<file path="src/rtl/bod_defs.svh">
// constants for the byte-operation decode and execute core
// assumes inclusion by the core and the bench, guarded against repeats
`ifndef BOD_DEFS_SVH
`define BOD_DEFS_SVH

// register bus byte offsets
`define BOD_REG_CTRL     5'h00
`define BOD_REG_ACC      5'h04
`define BOD_REG_FLAGS    5'h08
`define BOD_REG_PC       5'h0c
`define BOD_REG_LATCH    5'h10
`define BOD_REG_EVENT    5'h14
`define BOD_REG_PROD     5'h18

// field positions
`define BOD_CTRL_RUN     0
`define BOD_FLAG_C       0
`define BOD_FLAG_DC      1
`define BOD_FLAG_Z       2
`define BOD_FLAG_OV      3

// reset values
`define BOD_CTRL_RST     1'b1
`define BOD_PC_RST       16'h0000
`define BOD_NOP          16'h0000

// file addresses served inside the core
`define BOD_FADDR_PCL    8'h01
`define BOD_FADDR_ALU    8'h02
`define BOD_FADDR_ACC    8'h03

// seven-bit opcodes carrying a destination or clear-select bit
`define BOD_OP_ADD       7'h07
`define BOD_OP_ADDC      7'h08
`define BOD_OP_SUB       7'h02
`define BOD_OP_SUBB      7'h01
`define BOD_OP_AND       7'h05
`define BOD_OP_OR        7'h04
`define BOD_OP_INV       7'h09
`define BOD_OP_DECSZ     7'h0b
`define BOD_OP_INCSZ     7'h0f
`define BOD_OP_DECSNZ    7'h13
`define BOD_OP_INCSNZ    7'h12
`define BOD_OP_RLC       7'h0d
`define BOD_OP_RRC       7'h0c
`define BOD_OP_RLN       7'h11
`define BOD_OP_RRN       7'h10
`define BOD_OP_ZERO      7'h14
`define BOD_OP_FILL      7'h15
`define BOD_OP_NEG       7'h16
`define BOD_OP_DAW       7'h17

// eight-bit opcodes
`define BOD_OP_CPLT      8'h30
`define BOD_OP_CPEQ      8'h31
`define BOD_OP_CPGT      8'h32
`define BOD_OP_MUL       8'h34

// five-bit bit-manipulation opcodes
`define BOD_OP_BCLR      5'h11
`define BOD_OP_BSET      5'h10
`define BOD_OP_BTOG      5'h07

`endif

</file>
<file path="src/rtl/bod_pkg.sv">
// types shared by the byte-operation decode and execute core
// needs nothing from the constants header
package bod_pkg;

    // quarter-cycle phase of an instruction cycle
    typedef enum logic [1:0] {BOD_Q1, BOD_Q2, BOD_Q3, BOD_Q4} bod_q_t;

    // result of executing one instruction
    typedef struct packed {
        logic [7:0]  res;
        logic        wf;
        logic        wa;
        logic [7:0]  fmask;
        logic [7:0]  fval;
        logic        skip;
        logic        mul;
        logic [15:0] prod;
    } bod_exec_t;

    // write request to the data file
    typedef struct packed {
        logic       we;
        logic [7:0] addr;
        logic [7:0] data;
    } bod_file_wr_t;

endpackage

</file>
<file path="src/rtl/bod_core.sv">
// decode and execute core for byte-oriented file register instructions
// assumes a fetch path presenting instr_i in Q1 and a data file with
// one-cycle read latency (data valid in Q3) and writes taken at end of Q4
//
// Chosen here: the register addresses and the Avalon-MM register port.
`include "bod_defs.svh"
`timescale 1ns/10ps
`default_nettype none

module bod_core (
    input  wire logic                 core_clk_i,
    input  wire logic                 sys_rst_i,
    input  wire logic [15:0]          instr_i,
    output var  bod_pkg::bod_q_t      q_phase_o,
    output logic      [15:0]          pc_o,
    output logic      [7:0]           file_raddr_o,
    output logic                      file_rd_o,
    input  wire logic [7:0]           file_rdata_i,
    output var  bod_pkg::bod_file_wr_t file_wr_o,
    input  wire logic [7:0]           hw_evt_i,
    input  wire logic [4:0]           avs_address_i,
    input  wire logic                 avs_read_i,
    input  wire logic                 avs_write_i,
    input  wire logic [31:0]          avs_writedata_i,
    input  wire logic [3:0]           avs_byteenable_i,
    output logic      [31:0]          avs_readdata_o,
    output logic                      avs_waitrequest_o
);
    import bod_pkg::*;

    logic [15:0] ir;
    logic [7:0]  acc;
    logic [7:0]  flags;
    logic [7:0]  latch;
    logic [7:0]  evt;
    logic [7:0]  evt_pend;
    logic [15:0] prod;
    logic        run;
    logic        skip_pend;
    logic [7:0]  opnd;
    logic [7:0]  next_flags;
    logic [31:0] rd_mux;
    logic        sw_we;
    logic        wr_pcl;
    logic        wr_alu;
    logic        wr_accf;
    bod_exec_t   ex;
    bod_exec_t   ex_now;

    // 8-bit adder giving {ov, dc, c, sum}
    function automatic logic [10:0] add8(input logic [7:0] x,
                                         input logic [7:0] y,
                                         input logic       ci);
        logic [4:0] lo;
        logic [8:0] s;
        lo = {1'b0, x[3:0]} + {1'b0, y[3:0]} + {4'h0, ci};
        s  = {1'b0, x} + {1'b0, y} + {8'h00, ci};
        return {(x[7] == y[7]) && (s[7] != x[7]), lo[4], s[8], s[7:0]};
    endfunction

    // decode and process one instruction on operand f and accumulator a
    function automatic bod_exec_t exec_op(input logic [15:0] op,
                                          input logic [7:0]  f,
                                          input logic [7:0]  a,
                                          input logic [7:0]  fl);
        bod_exec_t  e;
        logic [10:0] ar;
        logic        arith;
        logic [8:0]  s1;
        logic [8:0]  s2;
        logic [7:0]  bm;
        e     = '0;
        ar    = '0;
        arith = 1'b0;
        s1    = '0;
        s2    = '0;
        bm    = 8'h01 << op[10:8];
        e.wf  = op[8];
        e.wa  = ~op[8];
        case (op[15:9])
            `BOD_OP_ADD: begin
                ar    = add8(a, f, 1'b0);
                arith = 1'b1;
            end
            `BOD_OP_ADDC: begin
                ar    = add8(a, f, fl[`BOD_FLAG_C]);
                arith = 1'b1;
            end
            `BOD_OP_SUB: begin
                ar    = add8(f, ~a, 1'b1);
                arith = 1'b1;
            end
            `BOD_OP_SUBB: begin
                ar    = add8(f, ~a, fl[`BOD_FLAG_C]);
                arith = 1'b1;
            end
            `BOD_OP_AND: begin
                e.res              = a & f;
                e.fmask[`BOD_FLAG_Z] = 1'b1;
            end
            `BOD_OP_OR: begin
                e.res              = a | f;
                e.fmask[`BOD_FLAG_Z] = 1'b1;
            end
            `BOD_OP_INV: begin
                e.res              = ~f;
                e.fmask[`BOD_FLAG_Z] = 1'b1;
            end
            `BOD_OP_DECSZ: begin
                e.res  = f - 8'h01;
                e.skip = (e.res == 8'h00);
            end
            `BOD_OP_INCSZ: begin
                e.res  = f + 8'h01;
                e.skip = (e.res == 8'h00);
            end
            `BOD_OP_DECSNZ: begin
                e.res  = f - 8'h01;
                e.skip = (e.res != 8'h00);
            end
            `BOD_OP_INCSNZ: begin
                e.res  = f + 8'h01;
                e.skip = (e.res != 8'h00);
            end
            `BOD_OP_RLC: begin
                e.res                = {f[6:0], fl[`BOD_FLAG_C]};
                e.fval[`BOD_FLAG_C]  = f[7];
                e.fmask[`BOD_FLAG_C] = 1'b1;
            end
            `BOD_OP_RRC: begin
                e.res                = {fl[`BOD_FLAG_C], f[7:1]};
                e.fval[`BOD_FLAG_C]  = f[0];
                e.fmask[`BOD_FLAG_C] = 1'b1;
            end
            `BOD_OP_RLN: e.res = {f[6:0], f[7]};
            `BOD_OP_RRN: e.res = {f[0], f[7:1]};
            `BOD_OP_ZERO: begin
                e.res = 8'h00;
                e.wf  = 1'b1;
                e.wa  = ~op[8];
            end
            `BOD_OP_FILL: begin
                e.res = 8'hff;
                e.wf  = 1'b1;
                e.wa  = ~op[8];
            end
            `BOD_OP_NEG: begin
                ar    = add8(8'h00, ~a, 1'b1);
                arith = 1'b1;
                e.wf  = 1'b1;
                e.wa  = ~op[8];
            end
            `BOD_OP_DAW: begin
                s1 = {1'b0, a} + ((a[3:0] > 4'h9 || fl[`BOD_FLAG_DC]) ?
                                  9'h006 : 9'h000);
                s2 = s1 + ((s1[7:4] > 4'h9 || fl[`BOD_FLAG_C] || s1[8]) ?
                           9'h060 : 9'h000);
                e.res                = s2[7:0];
                e.fval[`BOD_FLAG_C]  = s2[8] | s1[8] | fl[`BOD_FLAG_C];
                e.fmask[`BOD_FLAG_C] = 1'b1;
                e.wf                 = 1'b1;
                e.wa                 = ~op[8];
            end
            default: begin
                // compares, multiply and bit operations write no accumulator
                e.wf = 1'b0;
                e.wa = 1'b0;
                case (op[15:8])
                    `BOD_OP_CPEQ: e.skip = (f == a);
                    `BOD_OP_CPGT: e.skip = (f > a);
                    `BOD_OP_CPLT: e.skip = (f < a);
                    `BOD_OP_MUL: begin
                        e.mul  = 1'b1;
                        e.prod = {8'h00, a} * {8'h00, f};
                    end
                    default: begin
                        // whole byte read, one bit changed, byte written back
                        e.wf = 1'b1;
                        case (op[15:11])
                            `BOD_OP_BCLR: e.res = f & ~bm;
                            `BOD_OP_BSET: e.res = f | bm;
                            `BOD_OP_BTOG: e.res = f ^ bm;
                            default:      e.wf  = 1'b0;
                        endcase
                    end
                endcase
            end
        endcase
        if (arith) begin
            e.res                 = ar[7:0];
            e.fval[`BOD_FLAG_C]   = ar[8];
            e.fval[`BOD_FLAG_DC]  = ar[9];
            e.fval[`BOD_FLAG_OV]  = ar[10];
            e.fmask[`BOD_FLAG_C]  = 1'b1;
            e.fmask[`BOD_FLAG_DC] = 1'b1;
            e.fmask[`BOD_FLAG_OV] = 1'b1;
            e.fmask[`BOD_FLAG_Z]  = 1'b1;
        end
        e.fval[`BOD_FLAG_Z] = (e.res == 8'h00);
        return e;
    endfunction

    // quarter-cycle sequencer, four clocks per instruction
    always_ff @(posedge core_clk_i) begin
        if (sys_rst_i) begin
            q_phase_o <= BOD_Q1;
        end else begin
            case (q_phase_o)
                BOD_Q1:  q_phase_o <= BOD_Q2;
                BOD_Q2:  q_phase_o <= BOD_Q3;
                BOD_Q3:  q_phase_o <= BOD_Q4;
                BOD_Q4:  q_phase_o <= BOD_Q1;
                default: q_phase_o <= BOD_Q1;
            endcase
        end
    end

    // Q1 decode: take fetched word or force a nop, start operand read
    always_ff @(posedge core_clk_i) begin
        if (sys_rst_i) begin
            ir           <= `BOD_NOP;
            file_raddr_o <= 8'h00;
            file_rd_o    <= 1'b0;
        end else if (q_phase_o == BOD_Q1) begin
            ir           <= (skip_pend || !run) ? `BOD_NOP : instr_i;
            file_raddr_o <= (skip_pend || !run) ? 8'h00 : instr_i[7:0];
            file_rd_o    <= !(skip_pend || !run);
        end else begin
            file_rd_o    <= 1'b0;
        end
    end

    // operand source: internal registers shadow their file addresses
    always_comb begin
        opnd = file_rdata_i;
        if (ir[7:0] == `BOD_FADDR_PCL) begin
            opnd = pc_o[7:0];
        end else if (ir[7:0] == `BOD_FADDR_ALU) begin
            opnd = flags;
        end else if (ir[7:0] == `BOD_FADDR_ACC) begin
            opnd = acc;
        end
    end

    assign ex_now  = exec_op(ir, opnd, acc, flags);
    assign wr_pcl  = ex.wf && (ir[7:0] == `BOD_FADDR_PCL);
    assign wr_alu  = ex.wf && (ir[7:0] == `BOD_FADDR_ALU);
    assign wr_accf = ex.wf && (ir[7:0] == `BOD_FADDR_ACC);

    // Q3 process, file write request stands through Q4
    always_ff @(posedge core_clk_i) begin
        if (sys_rst_i) begin
            ex        <= '0;
            file_wr_o <= '0;
        end else if (q_phase_o == BOD_Q3) begin
            ex             <= ex_now;
            file_wr_o.we   <= ex_now.wf && (ir[7:0] != `BOD_FADDR_PCL) &&
                              (ir[7:0] != `BOD_FADDR_ALU) &&
                              (ir[7:0] != `BOD_FADDR_ACC);
            file_wr_o.addr <= ir[7:0];
            file_wr_o.data <= ex_now.res;
        end else if (q_phase_o == BOD_Q4) begin
            file_wr_o.we   <= 1'b0;
        end
    end

    // accumulator: core write in Q4 beats a bus write
    always_ff @(posedge core_clk_i) begin
        if (sys_rst_i) begin
            acc <= 8'h00;
        end else if (q_phase_o == BOD_Q4 && (ex.wa || wr_accf)) begin
            acc <= ex.res;
        end else if (sw_we && avs_address_i == `BOD_REG_ACC) begin
            acc <= avs_writedata_i[7:0];
        end
    end

    // flag register: produced flags override written data
    always_comb begin
        next_flags = wr_alu ? ex.res : flags;
        next_flags = (next_flags & ~ex.fmask) | (ex.fval & ex.fmask);
    end

    always_ff @(posedge core_clk_i) begin
        if (sys_rst_i) begin
            flags <= 8'h00;
        end else if (q_phase_o == BOD_Q4) begin
            flags <= next_flags;
        end else if (sw_we && avs_address_i == `BOD_REG_FLAGS) begin
            flags <= avs_writedata_i[7:0];
        end
    end

    // program counter, high holding latch and skip
    always_ff @(posedge core_clk_i) begin
        if (sys_rst_i) begin
            pc_o      <= `BOD_PC_RST;
            latch     <= 8'h00;
            skip_pend <= 1'b0;
        end else begin
            // only a pure read refills the latch, writes must use it
            if (q_phase_o == BOD_Q2 && !ex_now.wf &&
                ir[7:0] == `BOD_FADDR_PCL) begin
                latch <= pc_o[15:8];
            end else if (sw_we && avs_address_i == `BOD_REG_LATCH) begin
                latch <= avs_writedata_i[7:0];
            end
            if (q_phase_o == BOD_Q4) begin
                pc_o      <= wr_pcl ? {latch, ex.res} : pc_o + 16'h0001;
                skip_pend <= ex.skip || wr_pcl;
            end
        end
    end

    // product register
    always_ff @(posedge core_clk_i) begin
        if (sys_rst_i) begin
            prod <= 16'h0000;
        end else if (q_phase_o == BOD_Q4 && ex.mul) begin
            prod <= ex.prod;
        end
    end

    // hardware events land only in Q1; set wins over software clear
    always_ff @(posedge core_clk_i) begin
        if (sys_rst_i) begin
            evt      <= 8'h00;
            evt_pend <= 8'h00;
        end else if (q_phase_o == BOD_Q1) begin
            evt      <= (evt & ~(sw_we && avs_address_i == `BOD_REG_EVENT ?
                         avs_writedata_i[7:0] : 8'h00)) |
                        evt_pend | hw_evt_i;
            evt_pend <= 8'h00;
        end else begin
            evt_pend <= evt_pend | hw_evt_i;
            if (sw_we && avs_address_i == `BOD_REG_EVENT) begin
                evt <= evt & ~avs_writedata_i[7:0];
            end
        end
    end

    // run control
    always_ff @(posedge core_clk_i) begin
        if (sys_rst_i) begin
            run <= `BOD_CTRL_RST;
        end else if (sw_we && avs_address_i == `BOD_REG_CTRL) begin
            run <= avs_writedata_i[`BOD_CTRL_RUN];
        end
    end

    // register bus readback, unmapped reads return zero
    always_comb begin
        case (avs_address_i)
            `BOD_REG_CTRL:  rd_mux = {31'h0, run};
            `BOD_REG_ACC:   rd_mux = {24'h0, acc};
            `BOD_REG_FLAGS: rd_mux = {24'h0, flags};
            `BOD_REG_PC:    rd_mux = {16'h0, pc_o};
            `BOD_REG_LATCH: rd_mux = {24'h0, latch};
            `BOD_REG_EVENT: rd_mux = {24'h0, evt};
            `BOD_REG_PROD:  rd_mux = {16'h0, prod};
            default:        rd_mux = 32'h0;
        endcase
    end

    assign sw_we = avs_write_i && !avs_waitrequest_o && avs_byteenable_i[0];

    // one wait cycle per request, then one accept cycle
    always_ff @(posedge core_clk_i) begin
        if (sys_rst_i) begin
            avs_waitrequest_o <= 1'b1;
            avs_readdata_o    <= 32'h0;
        end else if ((avs_read_i || avs_write_i) && avs_waitrequest_o) begin
            avs_waitrequest_o <= 1'b0;
            avs_readdata_o    <= rd_mux;
        end else begin
            avs_waitrequest_o <= 1'b1;
        end
    end
endmodule

`default_nettype wire

</file>
<file path="config.mk">
export PLATFORM = sky130hd
export DESIGN_NAME = bod_core
export DESIGN_NICKNAME = d
export VERILOG_FILES = /design/src/rtl/bod_pkg.sv /design/src/rtl/bod_core.sv
export VERILOG_INCLUDE_DIRS = /design/src /design/src/rtl
export SDC_FILE = /design/constraint.sdc
export NUM_CORES = 1
export LEC_CHECK = 0
export BUFFER_PORTS_ARGS = -buffer_cell sky130_fd_sc_hd__buf_2
export CAP_MARGIN = 20
export CORE_AREA = 2 2 165 167
export DETAILED_ROUTE_END_ITERATION = 8
export DIE_AREA = 0 0 167 169
export GPL_TIMING_DRIVEN = 0
export PLACE_DENSITY = 0.72
export SETUP_SLACK_MARGIN = 0.1
export SKIP_LAST_GASP = 1
export SYNTH_ARGS = -nofsm -noshare
export SYNTH_HDL_FRONTEND = slang
export SYNTH_SLANG_ARGS = --single-unit
</file>
<file path="constraint.sdc">
create_clock -name core_clk_i -period 5.3 [get_ports core_clk_i]
set_input_delay 0.53 -clock core_clk_i [delete_from_list [all_inputs] [get_ports core_clk_i]]
set_output_delay 0.53 -clock core_clk_i [all_outputs]
set_load 0.1 [all_outputs]
</file>
==> results of run 1 <==
[worst min-delay path by stage]
| stage | from | endpoint | slack [ps] | cells past startpoint |
|---|---|---|---|---|
| floorplan | evt_pend[7] | evt_pend[7] | 420 | 1 |
| global placement | evt_pend[7] | evt_pend[7] | 430 | 1 |
| detailed placement | ex[8] | prod[8] | 450 | 2 |
| CTS | instr_i[13] | ir[13] | 290 | 2 |
| global route | instr_i[4] | file_raddr_o[4] | 290 | 2 |
| finish | instr_i[4] | file_raddr_o[4] | 290 | 2 |
[power by group]
group | switching, W | internal, W
Combinational | 0.00209 | 0.00108
Clock | 0.000640 | 0.000647
Sequential | 0.000142 | 0.00127
[cells in the mapped netlist (all sizes together), types with 40 or more instances]
library cell	instances
buf	59
fa	40
o21ai	67
nand2	136
a22oi	49
ha	97
clkbuf	84
dfxtp	154
xnor2	42
nor2	232
a21oi	123
inv	90
[repair_timing]
item / CTS / global route
buffers inserted: 30 / 19
gates resized for setup: 74 / 44
setup endpoints to repair: 15 / 14
pin swaps: 40 / 20
[routing by layer]
metal	vias to the layer above	part of all wire, %
li1	6294	-
met1	6759	43
met2	825	43
met3	120	11
met4	0	3.7
met5	-	0
[through the flow]
stage / worst slack, ps / util [%]
final: -240 / 58.6
after global routing: -292 / 58.6
after CTS: -157 / 57.4
after detailed placement: -890 / 53.2
after global placement: -752 / 53.2
after floorplan: 100 / -
[cell usage in the layout (no fill, tap or decap), drive strengths merged, types with 15 or more instances in the layout]
cell type	synthesis	routed
fa	40	40
xnor2	42	42
inv	90	98
o21ai	67	67
a21o	16	16
nor2	232	232
a21oi	123	123
a22oi	49	49
dfxtp	154	154
nor3	34	34
a211oi	20	20
nand2	136	136
nor3b	20	20
nand3	39	39
nor2b	21	21
xor2	17	17
ha	97	97
mux2i	24	24
buf	59	221
nand2b	15	15
a22o	24	24
clkbuf	84	99
conb	1	16
and3	21	21
o22ai	18	18
[registers in the layout, summed over array words and instances (netlist names), named ones only]
name / count
run: 1
latch: 8
file_wr_o: 9
prod: 16
file_raddr_o: 7
flags: 4
pc_o: 16
avs_readdata_o: 16
evt_pend: 8
evt: 8
q_phase_o: 2
skip_pend: 1
avs_waitrequest_o: 1
ir: 9
ex: 35
acc: 8
file_rd_o: 1
[layout make-up]
cell class / count / area, um^2
fill: 2466 / 11000
multi-input combinational: 1289 / 9170
sequential: 154 / 3110
timing repair buffer: 160 / 942
buffer: 143 / 796
inverter: 97 / 445
tap: 341 / 427
clock buffer: 17 / 425
clock inverter: 15 / 194
antenna: 2 / 5.00
[critical path, delay by kind of cell, from the launching register on]
family / cells / cell delay, ps
AOI/OAI and AO/OA: 6 / 1360
xor gates and xnor gates: 1 / 120
adders and majority gates: 6 / 2420
buffers and inverters: 6 / 720
DFF: 1 / 370
and+or+nand+nor: 2 / 410
[cells by family after synthesis]
family	synth area share [%]
and+or+nand+nor	22.5
AOI/OAI and AO/OA	23.6
buffers and inverters	8.29
DFF	23.8
adders and majority gates	15.5
xor gates and xnor gates	3.98
muxes	2.31
other	0.0289
==> results.cfg, run 1 <==
[route]
wl_um = 52700
vias = 13998
drtIter0Drc = 1697
drtAntennaViolNets = 0
wl_per_cell_um = 23.8
dr.pass1.iters = 9
via_per_inst = 6.31
drc = 4

[grt]
grt_pass1_wl_um = 78700
grt_start_max_net_pins = 20
use_met1_pct = 52.1
grt_pass1_vias = 12833
grt_overflow = 0
antenna_found_initial = 1
grt_use_met2_pct = 55.2
grtUsageTotal_pct = 36.4
use_met3_pct = 6.27
grt.busiest_layer = met2

[critical_path]
slowest_delay_ps = 530
worstSetupPathType = flip-flop to flip-flop
critPathRequiredTime_ps = 5630
reg2reg_to = ex[15]
reg2reg_depth = 21
cp_cell_sequence = nor4_4 -> buf_6 -> nand2b_4 -> buf_6 -> a221o_1 -> buf_8 -> buf_4 -> ha_4 -> fa_1 -> fa_1 -> fa_1 -> inv_1 -> fa_1 -> inv_1 -> ha_4 -> a21o_1 -> a21oi_2 -> o21ai_2 -> o41ai_2 -> xnor2_1 -> a22o_1
r2r_slack_ps = -240
critPathArrivalTime_ps = 5880
cp-end-kind = flip-flop
crit_fanout = 7
critPathCapture = ex[15]
rr_startpoint = file_raddr_o[2]
critPathLaunch = file_raddr_o[2]
cpMaxStageDelayCell = fa_1
cp_common_cell = fa_1
startpoint_type = flip-flop

[timing]
clock.fmax_mhz = 180
finalClockSkew_ps = 26.9
slew_violations = 0
relSlewSlack_pct = 8.66
hold_viol = 0
tightest_slew_ps = 1360
worst_slack_ps = -240
period_share_pct = 105
setup_viol_count_final = 5
rsz0062_at_grt = true
whs_ps = 289
finalCriticalPeriod_ps = 5540
tns_ps = -673

[pwr]
p_per_area_nw_per_um2 = 378
vdd_ir_drop_max_mv = 0.317
p_leak_nw = 6.43
finalPower_w = 0.00587

[cts]
cts_hold_buf = 0
clockBufferDepth = 2
clk_latency_ps = 450
clk_pin_slew_ps = 80
cts-buffers-inserted = 17
cts_tree = done
htree_levels = 4
root_buffer = clkbuf_16
cts.sinks = 154

[final_layout]
fin_area_um2 = 15500
fin_cells = 2218
drive_above_1_share_pct = 19.4
areaGrowthSynthToFinish_pct = 19.6
fin_nets = 2076

[floorplanning]
die-area_um2 = 28200
die_h_um = 169
die_w_um = 167
boundaryPins = 154
rows = 60
start_util_pct = 49.0
core_um2 = 26500

[synthesis]
synth_top_area_cell = dfxtp_1
netlist_area_um2 = 13000
seq_area_frac_synth_pct = 23.8
syn-mean-instance-area_um2 = 7.78
yosysWarnings = 0
synth_top_area_share_pct = 23.8
synth_cells = 1668
ys_ff_latch = 154
synth_edf_count = 0
synth_area_leaders = dfxtp_1 (24%), ha_1 (9.4%), nor2_1 (6.6%)
ys.flop_type = dfxtp_1
synth_cell_types = 91
async_flop_share_pct = 0

[min_path]
holdCritPathClass = input pin to flip-flop

[placed_design]
placedInstanceArea_um2 = 14100
place.gp.congestion = 0.965
port_buffers = 108
place_hpwl_um = 39900
dpl.cell_count = 2133

[run_status]
violations = design-rule violations, negative setup slack
status = complete, but fails checks

[job]
cap_viol_max_count = 0
No activity file was read; power rests on OpenSTA's default activity.
==> inputs of run 2 (changes only) <==
- GPL_ROUTABILITY_DRIVEN: unset -> 0
- PLACE_DENSITY: 0.72 -> 0.69
- REMOVE_ABC_BUFFERS: unset -> 1
- clock period: 5.3 -> 7.2 ns (I/O delays scaled with it)
==> run 2 against run 1 <==
Effect of this change: the flow now finishes without violations; cell count shrank 8.2%; clock power shrank 30%; fmax shrank 18%; final area decreased by 8.7%; global-route usage fell by 7.0 points; critical path depth fell by 1; clock skew decreased by 12 ps; worst setup slack improved by 700 ps; count of clock-buffer cells in the layout is the same; largest power group unchanged; critical path type unchanged; core utilization shrank 5.1 points; flip-flop and latch count stayed put.
==> results.cfg, run 2 (synthesized netlist as in run 1, its figures left out) <==
[timing]
slew_violations = 0
finalClockSkew_ps = 15.1
clock.fmax_mhz = 148
tns_ps = 0
period_share_pct = 93.6
hold_viol = 0
relSlewSlack_pct = 32.7
tightest_slew_ps = 984
worst_slack_ps = 464
rsz0062_at_grt = false
finalCriticalPeriod_ps = 6740
setup_viol_count_final = 0

[placed_design]
port_buffers = 110
placedInstanceArea_um2 = 13500
place_ws_ps = 121
place_hpwl_um = 31100

[final_layout]
final_util_pct = 53.5
largest_reg_flops = 35
fin_area_um2 = 14200
fin_nets = 1896
areaGrowthSynthToFinish_pct = 9.23
final_cell_mix = nor2_1 (228), dfxtp_1 (153), nand2_1 (136), a21oi_1 (123), buf_2 (109)
diodes = 0
ff_latch_area_um2 = 3080
top_register = ex
multiInputGateArea_um2 = 8920
layout_commonest_cell = nor2_1
drive_above_1_share_pct = 12.0
fill_cells = 2514

[pwr]
finalPower_w = 0.00388
power.share.clock_pct = 23.3
p_int_w = 0.00199
p_leak_nw = 5.81
p_seq_share_pct = 27.9
combPwrFrac_pct = 48.8
switching_share_pct = 48.8
p_per_area_nw_per_um2 = 274
vdd_ir_drop_max_mv = 0.193
p_sw_w = 0.00190

[critical_path]
slowest_delay_ps = 720
cp-end-kind = flip-flop
critPathRequiredTime_ps = 7520
crit_fanout = 14
reg2reg_depth = 20
cp_cell_sequence = nor4_4 -> and2_1 -> a221o_1 -> clkinv_1 -> nor2_1 -> fa_1 -> ha_1 -> inv_1 -> fa_1 -> inv_1 -> fa_1 -> a21o_1 -> a21oi_1 -> o21bai_1 -> a21o_1 -> a21oi_1 -> o21ai_0 -> o41ai_1 -> xnor2_1 -> a22o_1
reg2reg_to = ex[15]
cp.depth = 20
critPathBufInv = 3
cpMaxStageDelayCell = a221o_1
rr_startpoint = ir[7]
worstSetupPathType = flip-flop to flip-flop
critPathArrivalTime_ps = 7060
r2r_slack_ps = 460
cp_common_cell = fa_1
startpoint_type = flip-flop
cpLargestDelayFamily = compound AO/OA/AOI/OAI gates

[floorplanning]
die-area_um2 = 28200
die_w_um = 167
die_h_um = 169
core_um2 = 26500
boundaryPins = 154
rows = 60
start_util_pct = 49.0

[cts]
root_buffer = clkbuf_16
cts_hold_buf = 0
post_cts_buffers = 0
cts_tree = done
cts.sinks = 154
htree_levels = 4
clk_pin_slew_ps = 70
clk_latency_ps = 440
clockBufferDepth = 2
cts-buffers-inserted = 17

[grt]
antenna_found_initial = 0
grtUsageTotal_pct = 29.4
grt_pass1_wl_um = 65900
grt_start_max_net_pins = 70
grt_pass1_vias = 11749
grt_overflow = 0

[route]
drc = 0
via_per_inst = 6.34
drtAntennaViolNets = 0
vias = 12906
wl_um = 42300
dr.pass1.iters = 6
drtIter0Drc = 1863
wl_per_cell_um = 20.8

[min_path]
whs_path_depth = 2
worstHoldStart = ex[6]
holdCritPathClass = flip-flop to flip-flop
holdPathEnd = prod[6]

[job]
cap_viol_max_count = 0

[run_status]
status = finished, final reports clean
[run 2: changes by cell type in the layout (fill, tap and decap cells not counted), sizes merged]
cell | previous run | this run
buf | 221 | 123
diode | 2 | 0
clkbuf | 99 | 17
clkinv | 13 | 12
clkinvlp | 1 | 2
[run 2: how the worst max path moves through the flow]
stage | to | start
after global routing | ex[15] | ir[7]
final | ex[15] | ir[7]
after global placement | ex[15] | file_raddr_o[1]
after floorplan | ex[15] | file_raddr_o[1]
after CTS | ex[15] | ir[7]
after detailed placement | ex[15] | file_raddr_o[1]
[run 2: routing by layer]
| layer | vias to the layer above | wire length, um | global-route usage (%) | part of all wire [%] |
|---|---|---|---|---|
| met5 | - | 0 | 0 | 0 |
| met4 | 0 | 1310 | 10.5 | 3.1 |
| met3 | 96 | 4690 | 5.61 | 11 |
| met2 | 745 | 18600 | 45.0 | 44 |
| met1 | 6128 | 17700 | 41.3 | 42 |
| li1 | 5937 | - | - | - |
[run 2: power groups by stage]
stage,combinational (W),clock (W),sequential (W)
final,0.00189,0.000906,0.00108
after global routing,0.00202,0.000953,0.00109
after CTS,0.00182,0.000915,0.00109
after detailed placement,0.00181,0,0.00111
after global placement,0.00175,0,0.00111
after floorplan,0.00111,0,0.00127
[run 2: stage by stage]
stage,cells,hold slack [ps]
finish,2036,453
global route,2036,476
CTS,2035,458
detailed placement,2003,447
global placement,1991,432
floorplan,1540,422
[run 2: area by class of cell]
| class | count | area share, % |
|---|---|---|
| Timing Repair Buffer | 123 | 5.47 |
| Clock inverter | 15 | 1.22 |
| Tap cell | 341 | 3.01 |
| Sequential cell | 154 | 21.8 |
| Clock buffer | 17 | 3.00 |
| Inverter | 97 | 2.60 |
| Multi-Input combinational cell | 1289 | 62.9 |
[run 2: tightest hold or removal path, cell delays in order (launching register included)]
cell	delay [ps]
dfxtp_1	310
nand2_1	50
a21oi_1	50
[run 2: timing repair]
item / in CTS / in global routing
gates cloned: 0 / 0
endpoints found under the hold margin: 0 / 0
endpoints found under the setup margin: 1 / 3
gates resized for setup: 1 / 5
